--- config.mk ---
export PLATFORM = sky130hd
export DESIGN_NAME = card_cycle_timer
export DESIGN_NICKNAME = d
export VERILOG_FILES = /design/src/card_timer_pkg.sv /design/src/card_cycle_timer.sv
export SDC_FILE = /design/constraint.sdc
export NUM_CORES = 1
export LEC_CHECK = 0
export BUFFER_PORTS_ARGS = -buffer_cell sky130_fd_sc_hd__buf_2
export CAP_MARGIN = 40
export CORE_AREA = 2 2 83 85
export DETAILED_ROUTE_END_ITERATION = 12
export DIE_AREA = 0 0 85 87
export PLACE_DENSITY = 0.85
export SYNTH_ARGS = -nofsm -noshare
export SYNTH_HDL_FRONTEND = slang
export SYNTH_SLANG_ARGS = --single-unit
export TNS_END_PERCENT = 30
--- constraint.sdc ---
create_clock -name clock_i -period 4.18 [get_ports clock_i]
set_input_delay 0.836 -clock clock_i [delete_from_list [all_inputs] [get_ports clock_i]]
set_output_delay 0.836 -clock clock_i [all_outputs]
set_load 0.01 [all_outputs]
--- src/card_timer_pkg.sv ---
// Package for the 16-bit card cycle timer: register map, field layout,
// timing counts in bus clocks and the carrier structs.
// Assumes one clock domain; every count is in cycles of that clock.
package card_timer_pkg;

  // ---------------------------------------------------------------------
  // Register map.
  // ---------------------------------------------------------------------
  localparam int ADDR_W = 4;
  localparam int DATA_W = 8;
  localparam int NUM_WIN = 8;
  localparam logic [3:0] OFS_WIN0 = 4'h0;
  localparam logic [3:0] OFS_STATUS = 4'h8;

  // Window configuration byte layout.
  localparam int WS_LSB = 0;
  localparam int ZWS_BIT = 2;
  localparam int TS_LSB = 3;
  localparam logic [7:0] WIN_RESET = 8'h08;

  // Status byte layout.
  localparam int ST_BUSY = 0;
  localparam int ST_WAIT = 1;
  localparam int ST_PHASE_LSB = 2;

  // ---------------------------------------------------------------------
  // Timing counts in bus clocks.
  // ---------------------------------------------------------------------
  localparam logic [4:0] SETUP_IO = 5'h03;
  localparam logic [4:0] SETUP_MEM_LO = 5'h02;
  localparam logic [4:0] SETUP_MEM_HI = 5'h04;
  localparam logic [4:0] SETUP_EXTRA = 5'h02;
  localparam logic [4:0] HOLD_IO = 5'h02;
  localparam logic [4:0] HOLD_MEM_LO = 5'h02;
  localparam logic [4:0] HOLD_MEM_HI = 5'h03;
  localparam logic [4:0] HOLD_EXTRA = 5'h01;
  localparam logic [4:0] ACT8_BASE = 5'h13;
  localparam logic [4:0] ACT8_WAIT = 5'h17;
  localparam logic [4:0] ACT8_ZWS = 5'h07;
  localparam logic [4:0] ACT16_IO_0 = 5'h07;
  localparam logic [4:0] ACT16_IO_1 = 5'h0b;
  localparam logic [4:0] ACT16_MEM_00 = 5'h09;
  localparam logic [4:0] ACT16_MEM_01 = 5'h0d;
  localparam logic [4:0] ACT16_MEM_10 = 5'h11;
  localparam logic [4:0] ACT16_MEM_11 = 5'h17;
  localparam logic [4:0] ACT16_MEM_ZWS = 5'h05;

  // ---------------------------------------------------------------------
  // Carriers.
  // ---------------------------------------------------------------------
  typedef enum logic [1:0] {PH_IDLE, PH_SETUP, PH_ACTIVE, PH_HOLD} phase_t;

  typedef struct packed {
    logic [2:0] win;
    logic io;
    logic wide;
    logic write;
  } cycle_req_t;

  typedef struct packed {
    logic [1:0] timing_set_field;
    logic zero_wait;
    logic [1:0] wait_state_field;
  } win_cfg_t;

  typedef struct packed {
    logic [4:0] setup;
    logic [4:0] active;
    logic [4:0] hold;
  } counts_t;

endpackage

--- src/card_cycle_timer.sv ---
// Cycle-timing generator for a 16-bit card socket: address setup,
// command strobe active time and address hold, all counted in bus clocks.
// Assumes the host bridge issues one request pulse per card cycle and
// that the card wait pin is asynchronous to the bus clock.
`timescale 1ns/1ps

module card_cycle_timer
  import card_timer_pkg::*;
(
  // Clock and reset.
  input wire logic clock_i,
  input wire logic nrst_i,
  // Register port.
  input wire logic [ADDR_W-1:0] reg_addr_i,
  input wire logic [DATA_W-1:0] reg_wdata_i,
  input wire logic reg_wr_i,
  input wire logic reg_rd_i,
  output logic [DATA_W-1:0] reg_rdata_o,
  // Cycle request from the bridge.
  input wire logic req_i,
  input wire cycle_req_t req_info_i,
  output logic busy_o,
  output logic done_o,
  // Card side.
  input wire logic card_wait_n_i,
  output logic addr_valid_o,
  output logic card_io_o,
  output logic strobe_rd_n_o,
  output logic strobe_wr_n_o
);

  // ---------------------------------------------------------------------
  // Count lookup.
  // ---------------------------------------------------------------------
  // Picks setup, active and hold lengths for one cycle. Every timing set
  // value uses the same table, since only one set is defined.
  function automatic counts_t lookup(input win_cfg_t c, input logic io,
                                     input logic wide);
    counts_t r;
    logic upper;
    upper = c.wait_state_field[1];
    r.setup = io ? SETUP_IO : (upper ? SETUP_MEM_HI : SETUP_MEM_LO);
    r.hold = io ? HOLD_IO : (upper ? HOLD_MEM_HI : HOLD_MEM_LO);
    r.active = ACT8_BASE;
    if (!wide) begin
      // I/O looks at the low wait bit only; memory at both.
      if (io ? c.wait_state_field[0] : (c.wait_state_field != 2'h0)) begin
        r.active = ACT8_WAIT;
      end else if (c.zero_wait) begin
        r.active = ACT8_ZWS;
      end else begin
        r.active = ACT8_BASE;
      end
    end else if (io) begin
      // Zero-wait has no meaning for wide I/O and is ignored.
      r.active = c.wait_state_field[0] ? ACT16_IO_1 : ACT16_IO_0;
    end else begin
      case (c.wait_state_field)
        2'h0: r.active = c.zero_wait ? ACT16_MEM_ZWS : ACT16_MEM_00;
        2'h1: r.active = ACT16_MEM_01;
        2'h2: r.active = ACT16_MEM_10;
        default: r.active = ACT16_MEM_11;
      endcase
    end
    return r;
  endfunction

  // ---------------------------------------------------------------------
  // State.
  // ---------------------------------------------------------------------
  typedef struct packed {
    win_cfg_t [NUM_WIN-1:0] win;
    phase_t phase;
    logic [4:0] cnt;
    logic [4:0] hold_len;
    logic [2:0] wait_sync;
    logic wait_lvl;
    logic io;
    logic write;
    logic [DATA_W-1:0] rdata;
    logic done;
  } state_t;

  state_t st;
  state_t next_st;
  counts_t req_counts;
  // The active count is latched at the request so a window rewrite in
  // the middle of a cycle cannot change that cycle's timing.
  logic [4:0] act_len;
  logic [4:0] next_act_len;

  always_comb begin
    req_counts = lookup(st.win[req_info_i.win], req_info_i.io, req_info_i.wide);
  end

  // ---------------------------------------------------------------------
  // Next-state logic.
  // ---------------------------------------------------------------------
  // Register access, wait filtering and the cycle sequencer in one pass.
  always_comb begin
    next_st = st;
    next_st.done = 1'b0;
    next_st.rdata = '0;

    // Window settings written by software steer every later cycle, except a write to the window requested in the same cycle, which is dropped.
    if (reg_wr_i && reg_addr_i < OFS_STATUS) begin
      next_st.win[reg_addr_i[2:0]] = win_cfg_t'(reg_wdata_i[4:0]);
    end
    if (reg_rd_i) begin
      if (reg_addr_i < OFS_STATUS) begin
        next_st.rdata = {3'h0, st.win[reg_addr_i[2:0]]};
      end else if (reg_addr_i == OFS_STATUS) begin
        next_st.rdata[ST_BUSY] = (st.phase != PH_IDLE);
        next_st.rdata[ST_WAIT] = st.wait_lvl;
        next_st.rdata[ST_PHASE_LSB +: 2] = st.phase;
      end
    end

    // The pin level is trusted only once the last two stages agree.
    next_st.wait_sync = {st.wait_sync[1:0], ~card_wait_n_i};
    if (st.wait_sync[2] == st.wait_sync[1]) begin
      next_st.wait_lvl = st.wait_sync[2];
    end

    case (st.phase)
      PH_IDLE: begin
        // Requests while a cycle runs are ignored; busy_o tells the bridge.
        if (req_i) begin
          next_st.phase = PH_SETUP;
          next_st.io = req_info_i.io;
          next_st.write = req_info_i.write;
          next_st.cnt = req_counts.setup + SETUP_EXTRA - 5'h01;
          next_st.hold_len = req_counts.hold + HOLD_EXTRA - 5'h01;
          next_st.win[req_info_i.win] = st.win[req_info_i.win];
        end
      end
      PH_SETUP: begin
        if (st.cnt == 5'h00) begin
          next_st.phase = PH_ACTIVE;
          // Reload with the active length from the same window.
          next_st.cnt = act_len - 5'h01;
        end else begin
          next_st.cnt = st.cnt - 5'h01;
        end
      end
      PH_ACTIVE: begin
        if (st.cnt != 5'h00) begin
          next_st.cnt = st.cnt - 5'h01;
        end else if (!st.wait_lvl) begin
          next_st.phase = PH_HOLD;
          next_st.cnt = st.hold_len;
        end
      end
      PH_HOLD: begin
        if (st.cnt == 5'h00) begin
          next_st.phase = PH_IDLE;
          next_st.done = 1'b1;
        end else begin
          next_st.cnt = st.cnt - 5'h01;
        end
      end
      default: begin
        next_st.phase = PH_IDLE;
      end
    endcase
  end

  // ---------------------------------------------------------------------
  // Active length held through setup.
  // ---------------------------------------------------------------------
  // Captured in the same edge that leaves idle.
  always_comb begin
    next_act_len = act_len;
    if (st.phase == PH_IDLE && req_i) begin
      next_act_len = req_counts.active;
    end
  end

  always_ff @(posedge clock_i or negedge nrst_i) begin
    if (!nrst_i) begin
      act_len <= 5'h00;
    end else begin
      act_len <= next_act_len;
    end
  end

  // ---------------------------------------------------------------------
  // State register.
  // ---------------------------------------------------------------------
  // Reset drops any partial cycle: strobes high, address released.
  always_ff @(posedge clock_i or negedge nrst_i) begin
    if (!nrst_i) begin
      st <= '0;
      for (int i = 0; i < NUM_WIN; i++) begin
        st.win[i] <= win_cfg_t'(WIN_RESET[4:0]);
      end
    end else begin
      st <= next_st;
    end
  end

  // ---------------------------------------------------------------------
  // Outputs, each from a flip-flop.
  // ---------------------------------------------------------------------
  logic out_busy;
  logic out_addr;

  always_ff @(posedge clock_i or negedge nrst_i) begin
    if (!nrst_i) begin
      out_busy <= 1'b0;
      out_addr <= 1'b0;
      card_io_o <= 1'b0;
      strobe_rd_n_o <= 1'b1;
      strobe_wr_n_o <= 1'b1;
    end else begin
      out_addr <= (next_st.phase != PH_IDLE);
      out_busy <= (next_st.phase != PH_IDLE);
      card_io_o <= next_st.io;
      strobe_rd_n_o <= !((next_st.phase == PH_ACTIVE) && !next_st.write);
      strobe_wr_n_o <= !((next_st.phase == PH_ACTIVE) && next_st.write);
    end
  end

  assign addr_valid_o = out_addr;
  assign busy_o = out_busy;
  assign done_o = st.done;
  assign reg_rdata_o = st.rdata;

endmodule

# Yosys cells after proc, flatten, opt, wreduce, memory -nomap -nowiden
# Cells that the tools add are included.
# word_totals
reg_bits,75
inputBits,24
output_inout_bits,14
word_cells,119
# op_classes
n_addsub,6
n_lt_le_gt_ge,5
n_eq_ne,11
muxes,41
bitwise_logic,1
n_reduce_logical,18
# op_table
op,n
$bwmux 40,2
$mux 40,2
$mux 5,12
$mux 52,1
$bmux 5 s3,2
$demux 5 s3,2
$pmux 7 s4,1
$mux 4,4
$pmux 5 s3,1
$sub 5x1->5 const B,2
$eq 2x2->1 const B,4
$lt 3x4->1 const B,2
$mux 1,8
$mux 7,1
$ge 3x1->1 const B,2
$logic_and 1x1->1,6
$mux 2,3
$mux 3,2
$reduce_bool 2->1,3
$logic_not 5->1,1
$reduce_bool 5->1,1
$sub 4x1->5 const B,1
$add 3x2->4 const B,1
$eq 2x1->1 const B,2
12 further kinds,16

# Logic depth before layout (Yosys ltp)
# Gate-level depths: netlist of the first run.
# logic_depth
ltp_word,12
mapped_depth,8
mapped_depth_nobuf,7

# Worst setup path after synthesis of the first run
# Ideal clock, no wire load.
# synth_path
kind,input -> register
startpoint,input port req_info_i[3] (netlist name)
endpoint,register st[22] (netlist name)
setup_time_ps,138
arrival_time_ps,2106
required_time_ps,4042
setup_slack_ps,1935
path_stages,4
n_path_buf,0
cell_sequence,mux4_2 -> mux2i_2 -> a21oi_1 -> or4_1
# synth_via
elab_chain_len,8
# synth_rtl
item,line,text
"start, declared",card_cycle_timer.sv:21,"input wire cycle_req_t req_info_i,"
$bmux 5 s3,card_cycle_timer.sv:93,"req_counts = lookup(st.win[req_info_i.win], req_info_i.io, req_info_i.wide);"
$mux 5,--,
$mux 3 (2 in series),card_cycle_timer.sv:42,r.setup = io ? SETUP_IO : (upper ? SETUP_MEM_HI : SETUP_MEM_LO);
$add 3x2->4,card_cycle_timer.sv:132,next_st.cnt = req_counts.setup + SETUP_EXTRA - 5'h01;
$sub 4x1->5,card_cycle_timer.sv:132,
$mux 52,card_cycle_timer.sv:128,if (req_i) begin
$pmux 7 s4,card_cycle_timer.sv:125,case (st.phase)
"end signal, assigned",card_cycle_timer.sv:198,st <= next_st;
"end, declared",card_cycle_timer.sv:84,state_t st;
# No other way between the ends. The select of a mux whose other input is x is not followed.
# A chain may end at the register's enable or synchronous reset.

# Final worst setup path of the first run
# Same ends and word-level chain as after synthesis.

==> impl_results.md, run 1 <==
- Status: finished, final reports clean
- Routed length per instance: 19.1 um
- Crit path max fanout: 21
- Reg-to-reg endpoint: st[61]
- Max Freq: 361 MHz
- Synth Instances: 421
- Area fraction of the dominant cell type after synthesis: 35.7%
- Cell taking the most area after synthesis: dfrtp_1
- Commonest cells post-synth: dfrtp_1 (58), nand2_1 (57), o21ai_0 (42)
- Peak supply drop: 396 uV
- Synth unique cells: 51
- Worst clock skew: 12.4 ps
- CTS tree: yes
- Port buffer count: 31
- Via count: 3348
- Initial antenna violation count: 0
- Die Span Y: 87 um
- Hold buffers post-CTS: 0
- Max clock buf depth: 2
- Crit path time final: 2770 ps
- Antenna diodes: 0
- Yosys warning count: 0
- Crit path from: req_info_i[3]
- Clk_lat worst skew: 350 ps
- Avg Cell Area, Syn: 9.66 sq um
- Total GRT Usage: 28.5%
- Final Hold Viols: 0
- # rows: 30
- Cell Pwr Density: 653 nW/um^2
- Final net count: 460
- Placer Congestion: 0.894
- DRC errors left: 0
- Met3 wire len: 912 um
- Crit end category: register
- # setup viols final: 0
- Top layer in use: met4
- CTS resizes: 0
- Core area: 6570 sq um
- RSZ-0062 raised after global routing: no
- Reg2reg setup slack: 1770 ps
- Largest cells by area after synthesis: dfrtp_1 (36%), mux2_2 (8.3%), dfstp_2 (6.5%)
- Final ANT Viol Nets: 0
- Place WS: 1060 ps
- DRT iter0 DRCs: 364
- Period utilization: 66.3%
- CTS H-tree lvls: 3
- Layout cell share with drive strength beyond 1: 23.5%
- Starting density of the core: 61.9%
- Area grow syn2layout: 7.26%
- First-pass GRT wire length: 16000 um
- Hold crit path type: reg -> reg
- Critical path launch point type: input pin
- Die area: 7400 sq um
- Count leader, synth: dfrtp_1
- WP data required: 4400 ps
- Setup TNS: 0 ps
- Crit path capture: st[22]
- CTS clk-pin slew, worst paths: 70 ps
- IO Pins: 38
- Max_slew headroom: 35.3%
- CTS root buf: clkbuf_8
- TritonCTS Sinks: 68
- Pins over their slew limit: 0
- Setup Crit Path Kind: in -> reg
- P_leak: 1.91 nW
- Post-synthesis sequential area ratio: 42.1%
- CP arrival: 2990 ps
- Pre-Repair DR Iteration Count: 5
- Reg-to-Reg Start: st[26]
- R2R depth: 5
- WL met2: 4540 um
- Number of synthesized flops with an enable pin: 0
- Num CTS Buffers: 9
- DP HPWL: 6610 um
- DRT met1 WL: 4110 um
- Final Routed Wirelength: 9900 um
- GRT overflow: 0
- Horiz. Die Dim: 85 um
- Main synth FF type: dfrtp_1
- Measured slew at the worst slew-check pin: 967 ps
- Asr flop ratio synth: 100%
- Setup bufs post-CTS: 0
- Vias per Instance: 6.45
- Maximum Capacitance Violations: 0
- Post-synthesis register bit count: 68
- Final design utilization: 66.4%
- Final worst setup slack: 1410 ps
- Vias in the first global route: 3177
- Syn Std Cell Area: 4070 sq um
- Final hold slack: 359 ps
- Largest net degree at the start of global routing: 45
-- placed cells by master, fill, tap and decap left out, types with 10 or more instances in the layout --
cell      count
a21oi_1      24
nor2_1       26
mux2_2       30
clkbuf_8     11
nor2b_1      14
mux2i_1      19
buf_2        31
o21ai_0      42
a211oi_1     10
dfrtp_1      58
dfstp_2      10
mux4_2       10
nand2_1      57
-- worst min-delay path by stage --
stage                     slack (ps)  cells past startpoint         from           to
after floorplan                  330                      0  next_st[13]  next_st[14]
after global placement           330                      0  next_st[13]  next_st[14]
after detailed placement         340                      0  next_st[13]  next_st[14]
after CTS                        360                      0  next_st[13]  next_st[14]
after global routing             360                      0  next_st[13]  next_st[14]
final                            360                      0  next_st[13]  next_st[14]
-- layer usage --
layer | GRT usage [%] | up-vias
li1 | - | 1524
met5 | 0 | -
met1 | 38.9 | 1588
met3 | 7.20 | 33
met4 | 14.4 | 0
met2 | 42.3 | 203
-- flip-flops by register name, summed over array words and instances, names as in the netlist --
name and flops:
strobe_rd_n_o 1, st 51, strobe_wr_n_o 1, next_st 2, addr_valid_o 1, act_len 5, card_io_o 1, reg_rdata_o 5
done_o 1
-- stage by stage --
stage	cell area (sq um)	cells	power, mW
3_3_place_gp	4170	503	2.21
6_report	4360	519	2.85
3_5_place_dp	4170	503	2.28
4_1_cts	4360	519	2.83
2_1_floorplan	4080	423	2.02
5_1_grt	4360	519	3.03
-- worst max-delay path, stage by stage --
cell and delay [ps]:
buf_2 420, mux4_2 580, mux2i_2 350, buf_4 230, a21oi_1 70, or4_1 500
-- report_power, final --
| group | total (mW) | switching [mW] | internal (mW) |
|---|---|---|---|
| clock | 0.549 | 0.240 | 0.308 |
| sequential | 1.22 | 0.249 | 0.967 |
| combinational | 1.08 | 0.549 | 0.535 |
| total | 2.85 | 1.04 | 1.81 |
-- cell type report --
| cell class | instances | area (sq um) |
|---|---|---|
| inverters | 10 | 37.5 |
| well taps | 80 | 100 |
| clock buffers | 14 | 163 |
| flip-flops and latches | 68 | 1710 |
| clock inverters | 2 | 35.0 |
| fillers | 481 | 2200 |
| multi-input cells | 312 | 2140 |
| repair buffers | 33 | 170 |
-- kinds of logic (layout without fill, tap and decap cells) --
kind of cell | count (synthesis) | in the layout | share of synthesized area [%]
and+or+nand+nor | 139 | 139 | 16.7
AOI/OAI and AO/OA | 102 | 102 | 14.9
DFF | 68 | 68 | 42.1
muxes | 60 | 60 | 18.8
buffers and inverters | 43 | 59 | 5.35
adders and majority gates | 4 | 4 | 1.11
xor gates and xnor gates | 4 | 4 | 0.861
other | 1 | 3 | 0.0922
(Power assumes the default switching activity.)
==> run 2: changes to the inputs <==
--- a/config.mk
+++ b/config.mk
@@ -7,10 +7,10 @@
 export LEC_CHECK = 0
 export BUFFER_PORTS_ARGS = -buffer_cell sky130_fd_sc_hd__buf_2
 export CAP_MARGIN = 40
-export CORE_AREA = 2 2 83 85
+export CORE_AREA = 2 2 86 88
 export DETAILED_ROUTE_END_ITERATION = 12
-export DIE_AREA = 0 0 85 87
-export PLACE_DENSITY = 0.85
+export DIE_AREA = 0 0 88 90
+export PLACE_DENSITY = 0.8
 export SYNTH_ARGS = -nofsm -noshare
 export SYNTH_HDL_FRONTEND = slang
 export SYNTH_SLANG_ARGS = --single-unit
==> constraint.sdc (replaced) <==
create_clock -name clock_i -period 2.61 [get_ports clock_i]
set_input_delay 0.522 -clock clock_i [delete_from_list [all_inputs] [get_ports clock_i]]
set_output_delay 0.522 -clock clock_i [all_outputs]
set_load 0.01 [all_outputs]
==> impl_results.md, run 2 (synthesis gave the netlist of run 1 again) <==
- Final Routed Wirelength: 10300 um (+3.6%)
- Reg power frac: 42.0% (-0.7 points)
- Max clock buf depth: 2 (unchanged)
- Final Hold Viols: 0 (unchanged)
- CTS resizes: 0 (unchanged)
- Setup TNS: 0 ps (unchanged)
- Final design utilization: 63.8% (-2.6 points)
- Horiz. Die Dim: 88 um (+3.5%)
- DP HPWL: 6920 um (+4.7%)
- P_leak: 1.97 nW (+3.3%)
- WP buf/inv: 1 (-1)
- # setup viols final: 0 (unchanged)
- Hold crit path type: in -> async
- CTS tree: yes
- Crit path max-delay family: simple AND/OR/NAND/NOR gates
- Pre-Repair DR Iteration Count: 5 (unchanged)
- Period utilization: 83.0%
- Final worst setup slack: 444 ps (-964 ps)
- Fill cell count: 562 (+17%)
- First-pass GRT wire length: 16500 um (+3.1%)
- Antenna diodes: 0 (unchanged)
- Crit-path cells: inv_1 > ha_1 > or4b_1 > or3_1 > a21boi_4 > o21ai_0 > o21ai_0
- WP data required: 2840 ps (-1560 ps)
- Final ANT Viol Nets: 0 (unchanged)
- Clk_lat worst skew: 360 ps (about the same)
- IO Pins: 38 (unchanged)
- Critical path launch point type: register
- GRT overflow: 0 (unchanged)
- Comb power frac: 40.6% (+2.5 points)
- Placer Congestion: 0.863 (-3.4%)
- Status: finished, final reports clean
- CTS root buf: clkbuf_8
- Post-route cell area: 4480 sq um (+2.7%)
- Most common cell after layout, fill and taps aside: dfrtp_1
- Total GRT Usage: 27.1% (-1.4 points)
- Max_slew headroom: 51.3% (+16 points)
- Maximum Capacitance Violations: 0 (unchanged)
- TritonCTS Sinks: 68 (unchanged)
- Switching fraction of total power: 37.4% (+0.87 points)
- Die Span Y: 90 um (+3.4%)
- Place WS: 248 ps (-807 ps)
- Area grow syn2layout: 10.1%
- Setup bufs post-CTS: 0 (unchanged)
- Largest net degree at the start of global routing: 39 (-13%)
- Port buffer count: 31 (unchanged)
- Crit end category: register
- Cell mode on critical path: o21ai_0
- Int Pwr: 2.87 mW (+59%)
- Biggest register: st
- CTS clk-pin slew, worst paths: 80 ps (about the same)
- Final net count: 474 (+3.0%)
- Peak supply drop: 420 uV (+6.2%)
- Initial antenna violation count: 0 (unchanged)
- CP max stage cell: or4b_1
- Clock Power Share: 17.4% (-1.9 points)
- Worst clock skew: 8.98 ps (-3.45 ps)
- Cell Pwr Density: 1020 nW/um^2 (+57%)
- Via count: 3393 (+1.3%)
- CP peak stage delay: 590 ps (about the same)
- Vias per Instance: 6.15 (-4.7%)
- RSZ-0062 raised after global routing: no
- Routed length per instance: 18.6 um (-2.6%)
- Measured slew at the worst slew-check pin: 730 ps (-237 ps)
- Crit path time final: 2170 ps
- Layout cell share with drive strength beyond 1: 25.8% (+2.4 points)
- Hold buffers post-CTS: 0 (unchanged)
- CP arrival: 2400 ps (-590 ps)
- Max Freq: 462 MHz
- Core area: 7020 sq um (+6.9%)
- Most frequent cells in the layout: dfrtp_1 (58), nand2_1 (57), o21ai_0 (42), buf_2 (31), mux2_2 (30)
- Vias in the first global route: 3318 (+4.4%)
- Reg2reg setup slack: 440 ps (-1330 ps)
- DRT iter0 DRCs: 422 (+16%)
- Setup Crit Path Kind: reg -> reg
- Crit path max fanout: 8 (-62%)
- # rows: 31 (+3.3%)
- P_sw: 1.71 mW (+65%)
- Pins over their slew limit: 0 (unchanged)
- DRC errors left: 0 (unchanged)
- Max reg flops: 51 (unchanged)
- Starting density of the core: 58.0% (-4.0 points)
- Num CTS Buffers: 9 (unchanged)
- Die area: 7920 sq um (+7.1%)
- Dpl cell area: 4310 sq um (+3.4%)
- CTS H-tree lvls: 3 (unchanged)
- Overall power: 4.58 mW (+61%)
## run 2: cell types whose count changed in the layout (fill, tap and decap cells not counted)
| cell | previous run | this run |
|---|---|---|
| buf_12 | 0 | 1 |
| clkinv_2 | 1 | 2 |
| buf_4 | 2 | 15 |
| bufinv_16 | 1 | 0 |
## run 2: power groups by stage
stage / Sequential, mW / Clock, mW / Combinational, mW
2_1_floorplan: 1.79 / 0 / 1.44
3_3_place_gp: 1.88 / 0 / 1.75
3_5_place_dp: 1.91 / 0 / 1.82
4_1_cts: 1.90 / 0.786 / 1.84
5_1_grt: 1.96 / 0.837 / 2.06
6_report: 1.92 / 0.798 / 1.86
## run 2: worst paths after layout
| path | start | end | depth (start not counted) |
|---|---|---|---|
| setup reg to reg | st[20] | st[20] | 7 |
| hold / removal | nrst_i | st[25] | 1 |
| hold reg to reg | next_st[13] | next_st[14] | 0 |
| max in group asynchronous | nrst_i | st[50] | 2 |
| setup / recovery | st[20] | st[20] | 7 |
| min in group clock_i | card_wait_n_i | next_st[13] | 2 |
## run 2: area by class of cell
cell class	instances	area [sq um]	area share, %
Clock buffer	14	163	3.63
Clock inverter	2	10.0	0.223
Inverter	10	37.5	0.838
Multi-Input combinational cell	312	2140	47.9
Sequential cell	68	1710	38.3
Tap cell	99	124	2.76
Timing Repair Buffer	47	288	6.42
## run 2: layer usage
metal / track usage (%) / wire length [um]
met1: 37.7 / 4190
met4: 8.08 / 185
met3: 7.62 / 998
met2: 41.3 / 4880
met5: 0 / 0
## run 2: metrics by stage
stage                     std cells  hold slack, ps
after global placement          536             334
after detailed placement        536             336
after global routing            552             268
after floorplan                 423             226
final                           552             214
after CTS                       552             244
==> run 3: changes to the inputs <==
==> constraint.sdc (replaced) <==
create_clock -name clock_i -period 2.25 [get_ports clock_i]
set_input_delay 0.45 -clock clock_i [delete_from_list [all_inputs] [get_ports clock_i]]
set_output_delay 0.45 -clock clock_i [all_outputs]
set_load 0.01 [all_outputs]
==> impl_results.md, run 3 (synthesis gave the netlist of run 1 again) <==
- Hold buffers post-CTS: 0 (unchanged)
- CTS clk-pin slew, worst paths: 80 ps (about the same)
- Crit end category: register
- CTS resizes: 0 (unchanged)
- Setup TNS: 0 ps (unchanged)
- Place WS: 55.2 ps (-193 ps)
- IO Pins: 38 (unchanged)
- Pins over their slew limit: 0 (unchanged)
- DP HPWL: 6930 um (+0.10%)
- Antenna diodes: 0 (unchanged)
- Worst clock skew: 15.1 ps (+6.11 ps)
- Placer Congestion: 0.926 (+7.3%)
- # rows: 31 (unchanged)
- Vias in the first global route: 3459 (+4.2%)
- Peak supply drop: 476 uV (+13%)
- Final Hold Viols: 0 (unchanged)
- Multi-input logic area: 2140 sq um (unchanged)
- CP max stage cell: or4b_1
- Setup bufs post-CTS: 0 (unchanged)
- DRC errors left: 0 (unchanged)
- Final worst setup slack: 175 ps (-268 ps)
- Overall power: 5.80 mW (+27%)
- Period utilization: 92.2% (+9.2 points)
- Crit path max fanout: 6 (-2)
- Area grow syn2layout: 14.4%
- Final design utilization: 66.3% (+2.5 points)
- GRT overflow: 0 (unchanged)
- Port buffer count: 31 (unchanged)
- Critical path launch point type: register
- Setup Crit Path Kind: reg -> reg
- Measured slew at the worst slew-check pin: 604 ps (-127 ps)
- Dpl cell area: 4390 sq um (+1.9%)
- RSZ-0062 raised after global routing: no
- TritonCTS Sinks: 68 (unchanged)
- Max Freq: 482 MHz (+4.4%)
- Num CTS Buffers: 9 (unchanged)
- Finished Layout Cells: 563 (+2.0%)
- Largest net degree at the start of global routing: 69 (+77%)
- Final ANT Viol Nets: 0 (unchanged)
- Crit path max-delay family: simple AND/OR/NAND/NOR gates
- Maximum Capacitance Violations: 0 (unchanged)
- Die area: 7920 sq um (unchanged)
- Max clock buf depth: 2 (unchanged)
- WP buf/inv: 1 (unchanged)
- CTS H-tree lvls: 3 (unchanged)
- CP peak stage delay: 490 ps (-100 ps)
- CTS root buf: clkbuf_8
- CTS tree: yes
- Most frequent cells in the layout: dfrtp_1 (58), nand2_1 (57), o21ai_0 (42), buf_2 (31), mux2_2 (30)
- R2R depth: 7 (unchanged)
- Hold crit path type: in -> async
- Routed length per instance: 18.5 um (-0.52%)
- Final net count: 485 (+2.3%)
- FF/Latch Area: 1710 sq um (unchanged)
- Placed cell count: 547 (+2.1%)
- Max reg flops: 51 (unchanged)
- CP arrival: 2300 ps (-100 ps)
- # setup viols final: 0 (unchanged)
- Most common cell after layout, fill and taps aside: dfrtp_1
- CP Depth: 7 (unchanged)
- WP data required: 2480 ps (-360 ps)
- P_leak: 2.06 nW (+4.6%)
- Crit path time final: 2070 ps (-91.6 ps)
- Via count: 3466 (+2.2%)
- Vias per Instance: 6.16 (+0.16%)
- Clk_lat worst skew: 360 ps (about the same)
- Post-route cell area: 4650 sq um (+3.9%)
- Total GRT Usage: 27.7% (+0.60 points)
- Fill cell count: 506 (-10%)
- DRT iter0 DRCs: 363 (-14%)
- Final Routed Wirelength: 10400 um (+1.5%)
- First-pass GRT wire length: 16900 um (+2.4%)
- Layout cell share with drive strength beyond 1: 28.0% (+2.2 points)
- Initial antenna violation count: 0 (unchanged)
- Biggest register: st
- Status: finished, final reports clean
- Max_slew headroom: 59.6% (+8.3 points)
- Crit-path cells: inv_1 > ha_1 > or4b_1 > or3_1 > a21boi_4 > nor2_1 > a21oi_1
- Starting density of the core: 58.0% (unchanged)
- Core area: 7020 sq um (unchanged)
- Cell Pwr Density: 1250 nW/um^2 (+22%)
- Horiz. Die Dim: 88 um (unchanged)
- Final hold slack: 97.9 ps (-116 ps)
- Pre-Repair DR Iteration Count: 5 (unchanged)
- Die Span Y: 90 um (unchanged)
-- run 3: routing by layer --
metal / vias to the layer above / GRT usage, % / part of all wire [%]
met5: - / 0 / 0
met4: 0 / 8.97 / 1.9
met3: 20 / 5.79 / 8.1
met2: 165 / 42.3 / 47
met1: 1710 / 39.4 / 43
li1: 1571 / - / -
-- run 3: cell type report --
type / count / share of cell area (%)
sequential: 68 / 36.8
tap: 99 / 2.66
clock buffer: 10 / 2.74
timing repair buffer: 58 / 7.96
clock inverter: 6 / 2.93
multi-input combinational: 312 / 46.1
inverter: 10 / 0.806
-- run 3: worst paths after layout --
check | end | slack (ps) | startpoint
setup / recovery | st[21] | 180 | st[20]
hold / removal | addr_valid_o | 100 | nrst_i
setup reg to reg | st[21] | 180 | st[20]
hold reg to reg | next_st[14] | 350 | next_st[13]
max in group asynchronous | st[55] | 1800 | nrst_i
min in group clock_i | next_st[13] | 240 | card_wait_n_i
-- run 3: power breakdown --
part / switching (mW) / internal (mW)
sequential: 0.427 / 1.79
clock: 0.491 / 0.851
combinational: 1.12 / 1.12
total: 2.03 / 3.77
